--- config.mk ---
export PLATFORM = sky130hd
export DESIGN_NAME = adc_port_dev_flat
export DESIGN_NICKNAME = d
export VERILOG_FILES = /design/src/core/adc_port_pkg.sv /design/src/core/adc_port_if.sv /design/src/core/adc_port_dev.sv /design/src/flat_wrapper.sv
export SDC_FILE = /design/constraint.sdc
export NUM_CORES = 1
export LEC_CHECK = 0
export ABC_CLOCK_PERIOD_IN_PS = 2050
export BUFFER_PORTS_ARGS = -buffer_cell sky130_fd_sc_hd__clkbuf_2
export CELL_PAD_IN_SITES_DETAIL_PLACEMENT = 0
export CELL_PAD_IN_SITES_GLOBAL_PLACEMENT = 1
export CORE_UTILIZATION = 39
export DETAILED_ROUTE_END_ITERATION = 8
export HOLD_SLACK_MARGIN = 0.1
export PLACE_DENSITY_LB_ADDON = 0.1
export SYNTH_ARGS = -nofsm -noshare
export SYNTH_HDL_FRONTEND = slang
export SYNTH_SLANG_ARGS = --single-unit
--- constraint.sdc ---
create_clock -name ref_clk_i -period 2.05 [get_ports ref_clk_i]
set_input_delay 0.3075 -clock ref_clk_i [delete_from_list [all_inputs] [get_ports ref_clk_i]]
set_output_delay 0.3075 -clock ref_clk_i [all_outputs]
set_load 0.02 [all_outputs]
--- src/core/adc_port_pkg.sv ---
package adc_port_pkg;
    localparam int unsigned CLK_MHZ          = 250;
    localparam int unsigned DATA_W           = 16;
    // acquisition, conversion and wake times in ns
    localparam int unsigned ACQ_NS           = 400;
    localparam int unsigned CONV_NS          = 1450;
    localparam int unsigned THRU_MAX_NS      = 2000;
    localparam int unsigned WAKE_NS          = 400;
    localparam int unsigned START_HI_NS      = 250;
    localparam int unsigned STROBE_MIN_NS    = 40;
    localparam int unsigned ACQ_CYC          = (ACQ_NS * CLK_MHZ) / 1000;
    localparam int unsigned CONV_CYC         = (CONV_NS * CLK_MHZ) / 1000;
    localparam int unsigned THRU_MAX_CYC     = (THRU_MAX_NS * CLK_MHZ) / 1000;
    localparam int unsigned WAKE_CYC         = (WAKE_NS * CLK_MHZ + 999) / 1000;
    localparam int unsigned START_HI_CYC     = (START_HI_NS * CLK_MHZ) / 1000;
    localparam int unsigned STROBE_CYC       = (STROBE_MIN_NS * CLK_MHZ + 999) / 1000;
    localparam int unsigned CNT_W            = 12;
endpackage

--- src/core/adc_port_if.sv ---
`timescale 1ns/1ns
interface adc_port_if;
    logic                          sel_n;
    logic                          start_conv_n;
    logic                          rd_n;
    logic                          power_down_n;
    logic                          busy_n;
    logic [adc_port_pkg::DATA_W-1:0] result_bus;
    logic                          result_oe;

    modport dev (input sel_n, start_conv_n, rd_n, power_down_n, output busy_n, result_bus, result_oe);
    modport host (output sel_n, start_conv_n, rd_n, power_down_n, input busy_n, result_bus, result_oe);
endinterface

--- src/core/adc_port_dev.sv ---
`timescale 1ns/1ns
// Contract
// - start on start falling edge while selected
// - strobes ignored while select high
// - busy low during conversion
// - result valid by busy rising edge
// - drivers on only when read and select low
// - read before select waits for select
// - sixteen-bit word, top line is msb
// - power down with select low: nap
// - power down with select high: sleep
// - host waits wake time before start
// - host raises start early or after busy
// - acquisition plus conversion within 2 us
// - acquisition phase at most 400 ns
// - host may read 5 ns before busy rises
// - starts ignored while converting
// - result in two's complement
module adc_port_dev (
    input  wire logic                            ref_clk_i,
    input  wire logic                            rst_i,
    adc_port_if.dev                              port,
    input  wire logic [adc_port_pkg::DATA_W-1:0] sample_i,
    output logic                                 nap_o,
    output logic                                 sleep_o,
    output logic                                 done_o
);
    typedef enum logic [2:0] {
        ST_IDLE = 3'b001,
        ST_ACQ  = 3'b010,
        ST_CONV = 3'b100
    } dev_state_t;

    dev_state_t                        state_q;
    logic [adc_port_pkg::CNT_W-1:0]    cnt_q;
    // host pins are asynchronous to ref_clk, two flops each
    logic [1:0]                        sel_s_q;
    logic [1:0]                        st_s_q;
    logic [1:0]                        rd_s_q;
    logic [1:0]                        pd_s_q;
    logic                              st_prev_q;
    logic [adc_port_pkg::DATA_W-1:0]   result_q;
    logic                              busy_n_q;
    logic                              oe_q;
    logic                              nap_q;
    logic                              sleep_q;
    logic                              done_q;
    logic                              sel_l;
    logic                              st_l;
    logic                              rd_l;
    logic                              pd_l;
    logic                              start_fall;
    logic                              start_go;
    logic                              conv_last;
    logic                              acq_last;

    // true on the final cycle of a phase that lasts len cycles
    function automatic logic last_cycle(input logic [adc_port_pkg::CNT_W-1:0] cnt,
                                        input int unsigned                   len);
        return cnt == adc_port_pkg::CNT_W'(len - 1);
    endfunction

    always_ff @(posedge ref_clk_i) begin
        if (rst_i) begin
            sel_s_q <= 2'h3;
        end else begin
            sel_s_q <= {sel_s_q[0], port.sel_n};
        end
    end

    // start strobe also feeds the edge detector below
    always_ff @(posedge ref_clk_i) begin
        if (rst_i) begin
            st_s_q <= 2'h3;
        end else begin
            st_s_q <= {st_s_q[0], port.start_conv_n};
        end
    end

    always_ff @(posedge ref_clk_i) begin
        if (rst_i) begin
            rd_s_q <= 2'h3;
        end else begin
            rd_s_q <= {rd_s_q[0], port.rd_n};
        end
    end

    always_ff @(posedge ref_clk_i) begin
        if (rst_i) begin
            pd_s_q <= 2'h3;
        end else begin
            pd_s_q <= {pd_s_q[0], port.power_down_n};
        end
    end

    assign sel_l = sel_s_q[1];
    assign st_l  = st_s_q[1];
    assign rd_l  = rd_s_q[1];
    assign pd_l  = pd_s_q[1];

    always_ff @(posedge ref_clk_i) begin
        if (rst_i) begin
            st_prev_q <= 1'b1;
        end else begin
            st_prev_q <= st_l;
        end
    end

    // edge only counts while selected and awake
    assign start_fall = st_prev_q & ~st_l & ~sel_l & pd_l;
    // edges during conversion or acquisition are dropped, never queued
    assign start_go   = start_fall && state_q == ST_IDLE;

    // phase ends for the state machine; conv_last also drives busy and the latch
    assign conv_last  = state_q == ST_CONV && last_cycle(cnt_q, adc_port_pkg::CONV_CYC);
    assign acq_last   = state_q == ST_ACQ && last_cycle(cnt_q, adc_port_pkg::ACQ_CYC);

    always_ff @(posedge ref_clk_i) begin
        if (rst_i) begin
            state_q <= ST_IDLE;
            cnt_q   <= '0;
        end else begin
            case (state_q)
                ST_IDLE: begin
                    if (start_go) begin
                        state_q <= ST_CONV;
                        cnt_q   <= '0;
                    end
                end
                ST_CONV: begin
                    // further starts ignored here
                    if (conv_last) begin
                        state_q <= ST_ACQ;
                        cnt_q   <= '0;
                    end else begin
                        cnt_q <= cnt_q + 1'b1;
                    end
                end
                ST_ACQ: begin
                    // track phase before next sample can be taken
                    if (acq_last) begin
                        state_q <= ST_IDLE;
                    end else begin
                        cnt_q <= cnt_q + 1'b1;
                    end
                end
                default: begin
                    state_q <= ST_IDLE;
                end
            endcase
        end
    end

    always_ff @(posedge ref_clk_i) begin
        if (rst_i) begin
            busy_n_q <= 1'b1;
        end else begin
            // drops on the edge that leaves idle, rises on the edge that latches the word
            busy_n_q <= ~(start_go | (state_q == ST_CONV && !conv_last));
        end
    end

    // capture in the cycle busy rises, so word is stable at that edge
    always_ff @(posedge ref_clk_i) begin
        if (rst_i) begin
            result_q <= '0;
        end else if (conv_last) begin
            result_q <= sample_i;
        end
    end

    always_ff @(posedge ref_clk_i) begin
        if (rst_i) begin
            done_q <= 1'b0;
        end else begin
            done_q <= conv_last;
        end
    end

    always_ff @(posedge ref_clk_i) begin
        if (rst_i) begin
            oe_q <= 1'b0;
        end else begin
            // drivers follow the strobes three edges late
            oe_q <= ~rd_l & ~sel_l;
        end
    end

    // power-down low with select low keeps logic and reference alive
    always_ff @(posedge ref_clk_i) begin
        if (rst_i) begin
            nap_q <= 1'b0;
        end else begin
            nap_q <= ~pd_l & ~sel_l;
        end
    end

    // power-down low with select high shuts all bias off
    always_ff @(posedge ref_clk_i) begin
        if (rst_i) begin
            sleep_q <= 1'b0;
        end else begin
            sleep_q <= ~pd_l & sel_l;
        end
    end

    assign port.busy_n     = busy_n_q;
    assign port.result_bus = result_q;
    assign port.result_oe  = oe_q;
    assign nap_o           = nap_q;
    assign sleep_o         = sleep_q;
    assign done_o          = done_q;
endmodule // adc_port_dev

--- src/flat_wrapper.sv ---
// flat-port wrapper written by rule: the top's interface ports become plain ports
module adc_port_dev_flat 
  (ref_clk_i, rst_i, sample_i, nap_o, sleep_o, done_o, port_sel_n, port_start_conv_n, port_rd_n, port_power_down_n, port_busy_n, port_result_bus, port_result_oe);
  adc_port_if port_i ();
  input  wire logic ref_clk_i;
  input  wire logic rst_i;
  input  wire logic [adc_port_pkg::DATA_W-1:0] sample_i;
  output logic nap_o;
  output logic sleep_o;
  output logic done_o;
  input wire logic [$bits(port_i.sel_n)-1:0] port_sel_n;
  input wire logic [$bits(port_i.start_conv_n)-1:0] port_start_conv_n;
  input wire logic [$bits(port_i.rd_n)-1:0] port_rd_n;
  input wire logic [$bits(port_i.power_down_n)-1:0] port_power_down_n;
  output wire logic [$bits(port_i.busy_n)-1:0] port_busy_n;
  output wire logic [$bits(port_i.result_bus)-1:0] port_result_bus;
  output wire logic [$bits(port_i.result_oe)-1:0] port_result_oe;
  assign port_i.sel_n = port_sel_n;
  assign port_i.start_conv_n = port_start_conv_n;
  assign port_i.rd_n = port_rd_n;
  assign port_i.power_down_n = port_power_down_n;
  assign port_busy_n = port_i.busy_n;
  assign port_result_bus = port_i.result_bus;
  assign port_result_oe = port_i.result_oe;
  adc_port_dev u_core (.ref_clk_i(ref_clk_i), .rst_i(rst_i), .port(port_i), .sample_i(sample_i), .nap_o(nap_o), .sleep_o(sleep_o), .done_o(done_o));
endmodule
==> reports/results.ini <==
[outcome]
status = finished, final reports clean

[synth]
synth_ff_type = dfxtp_1
synth-async-reset-ratio_pct = 0
synth-compound-area-share_pct = 11.8
synth_top_family_by_area = simple AND/OR/NAND/NOR gates
synth_adder_area_share_pct = 1.38
synthMuxAreaShare_pct = 0
syn_area_per_cell_um2 = 9.09
synthSimpleGateAreaFrac_pct = 31.3
synth_enable_flop_cells = 0
yosys_warnings = 0
syn_inst = 199
yosysTopAreaCellShare_pct = 49.8
ys_seq_area_share_pct = 49.8
yosys.area_share.xor_xnor_pct = 2.90
yosysTopAreaCell = dfxtp_1
ys_ff_latch = 45
syn_nets = 223
synth_area_um2 = 1810
ys_types = 40
yosys-top-cells-area = dfxtp_1 (50%), nand2_1 (7.5%), a21oi_1 (5.0%)

[finish]
final_area_um2 = 2170
fin_nets = 268
layoutNonFillerInstCount = 297
fin_util_pct = 49.1
num_antenna_cells = 0
drive_above_1_share_pct = 28.2
num-fill-cells = 424
area_delta_synth_final_pct = 19.8

[route]
drc = 0
via_per_inst = 5.22
via_count = 1551
wl_um = 3730
wire_per_inst_um = 12.5
drt-initial-drc-count = 68
drtPass1Iterations = 4
antenna_left = 0

[floorplan]
dieArea_um2 = 4920
row_count = 24
core_area_um2 = 4410
dieHeight_um = 70.1
io_pins = 43
start_util_pct = 41.0
die_w_um = 70.1

[pwr]
peakVddDrop_uv = 453
p_total_mw = 1.47
leakagePower_nw = 0.819
power_density_nw_per_um2 = 678

[global_route]
grtUsageTotal_pct = 16.5
grt_max_degree = 34
overflow = 0
grt_pass1_vias = 1476
antenna_found_initial = 0
grt_first_pass_wirelength_um = 6520

[critical_path]
regToRegStartpoint = u_core.cnt_q[1]
crit_chain = inv_1 -> ha_1 -> and3_1 -> and4_1 -> or3_4 -> o21ba_1
end_kind = flip-flop
cpPeakStageDelay_ns = 0.42
r2r_slack_ns = 0.26
cp.buffers_inverters = 1
critPathTopFamily = simple AND/OR/NAND/NOR gates
slowest_stage = or3_4
reg2reg_depth = 6
startpoint_type = flip-flop
crit_fanout = 12
worstReg2RegEnd = u_core.cnt_q[11]
crit_required_ns = 2.29
criticalPathCategory = reg -> reg
arrival_ns = 2.03

[clocking]
cts_tree = built
post_cts_buffers = 0
htreeDepth = 2
clk_pin_slew_worst_paths_ns = 0.08
cts-root-buf = clkbuf_8
ctsResizeCount = 0
cts.hold.buffers_added = 0
clock_latency_ns = 0.29
clk_path_buf_depth = 2
cts.sinks = 45
cts_made_buffers = 5

[job]
maxCapViolations = 0

[hold_path]
min_delay_path_depth = 2
hold_path_class = in -> reg
hp-start = port_rd_n
whs_endpoint = u_core.rd_s_q[0]

[timing]
holdWs_ns = 0.192
slew_headroom_pct = 57.8
rsz0062_at_grt = no
period_needed_ns = 1.79
tns_ns = 0
timing.final.crit_share_pct = 87.5
fmax_mhz = 558
final.setup.worst_slack_ns = 0.257
setup_viol = 0
slew_viol_final = 0
hold_viol = 0
worst_clock_skew_ns = 0.00499
worstMarginPinSlew_ns = 0.628

[placed_design]
dp_hpwl_um = 2730
portBuffers = 42
dpl_cell_area_um2 = 2070
place_congestion = 0.820
place_inst = 289
pre_cts_ws_ns = 0.0897

## cells in the mapped netlist, drive strengths merged (2+ instances only)
cell type / count
dfxtp: 45
nand2: 36
a21oi: 21
nor2: 10
or2: 9
or3: 7
nand4: 6
xnor2: 6
nor3: 5
o21ai: 5
buf: 4
clkbuf: 4
nor4: 4
and3: 3
and4: 3
nor3b: 3
nor4b: 3
ha: 2
inv: 2
nand3: 2
nor2b: 2
or4: 2
## layout make-up
type	instances	area, um^2	area share, %
well taps	52	65.1	3.00
inverters	2	7.51	0.346
clock buffers	5	68.8	3.18
clock inverters	3	21.3	0.982
flip-flops and latches	45	901	41.6
repair buffers	46	240	11.1
multi-input cells	144	863	39.8
## registers in the layout, summed over array words and instances, names as in the netlist, 2 cells and up
signal                  count
u_core.cnt_q               12
u_core.pd_s_q               2
u_core.port.result_bus     16
u_core.rd_s_q               2
u_core.sel_s_q              2
u_core.st_s_q               2
u_core.state_q              3
## metal layers
metal / wire length [um] / vias to the layer above / GRT usage (%) / part of all wire (%)
li1: - / 789 / - / -
met1: 1720 / 692 / 20.6 / 46
met2: 1740 / 57 / 27.7 / 47
met3: 201 / 13 / 4.18 / 5.4
met4: 70 / 0 / 5.56 / 1.9
met5: 0 / - / 0 / 0
## cells in the final DEF (no fill, tap or decap), types with 2 or more instances in the layout
cell type,synthesis,routed
or2_2,9,9
nor3b_1,3,3
and3_1,3,3
nor2b_1,2,2
clkbuf_2,0,42
xnor2_1,6,6
buf_4,3,4
nor4_1,3,3
ha_1,2,2
o21ai_0,5,5
or3_1,7,6
a21oi_2,3,3
a21oi_1,18,18
inv_1,2,2
nor3_1,5,5
nor2_1,10,10
nand4_1,6,6
nor4b_1,3,3
and4_1,3,3
clkbuf_8,0,5
nand3_1,2,2
or4_1,2,2
dfxtp_1,45,45
nand2_1,36,36
## logic make-up after synthesis
group                    after synthesis
AO/OA/AOI/OAI                         35
XOR/XNOR                               6
adder cells (fa/ha/maj)                2
buffers and inverters                 10
flip-flops                            45
AND/OR/NAND/NOR                      101
## worst reg2reg max path, cell delays in order (launching register included)
cell and delay, ns:
dfxtp_1 0.38, inv_1 0.08, ha_1 0.19, and3_1 0.22, and4_1 0.21, or3_4 0.42, o21ba_1 0.24
## worst max-delay path by stage
stage,cells after the start,from,slack (ns),endpoint
global placement,6,u_core.cnt_q[1],0.18,u_core.cnt_q[11]
finish,6,u_core.cnt_q[1],0.26,u_core.cnt_q[11]
floorplan,8,u_core.cnt_q[1],0.28,u_core.cnt_q[10]
global route,6,u_core.cnt_q[1],0.18,u_core.cnt_q[11]
detailed placement,6,u_core.cnt_q[1],0.09,u_core.cnt_q[11]
CTS,6,u_core.cnt_q[1],0.07,u_core.cnt_q[11]
## where the power goes
group | internal, mW | leakage, nW | switching [mW] | total (mW)
Combinational | 0.0255 | 0.410 | 0.0235 | 0.0490
Clock | 0.242 | 0.0445 | 0.294 | 0.536
Sequential | 0.882 | 0.365 | 0.00323 | 0.885
No activity file was read; power rests on OpenSTA's default activity.
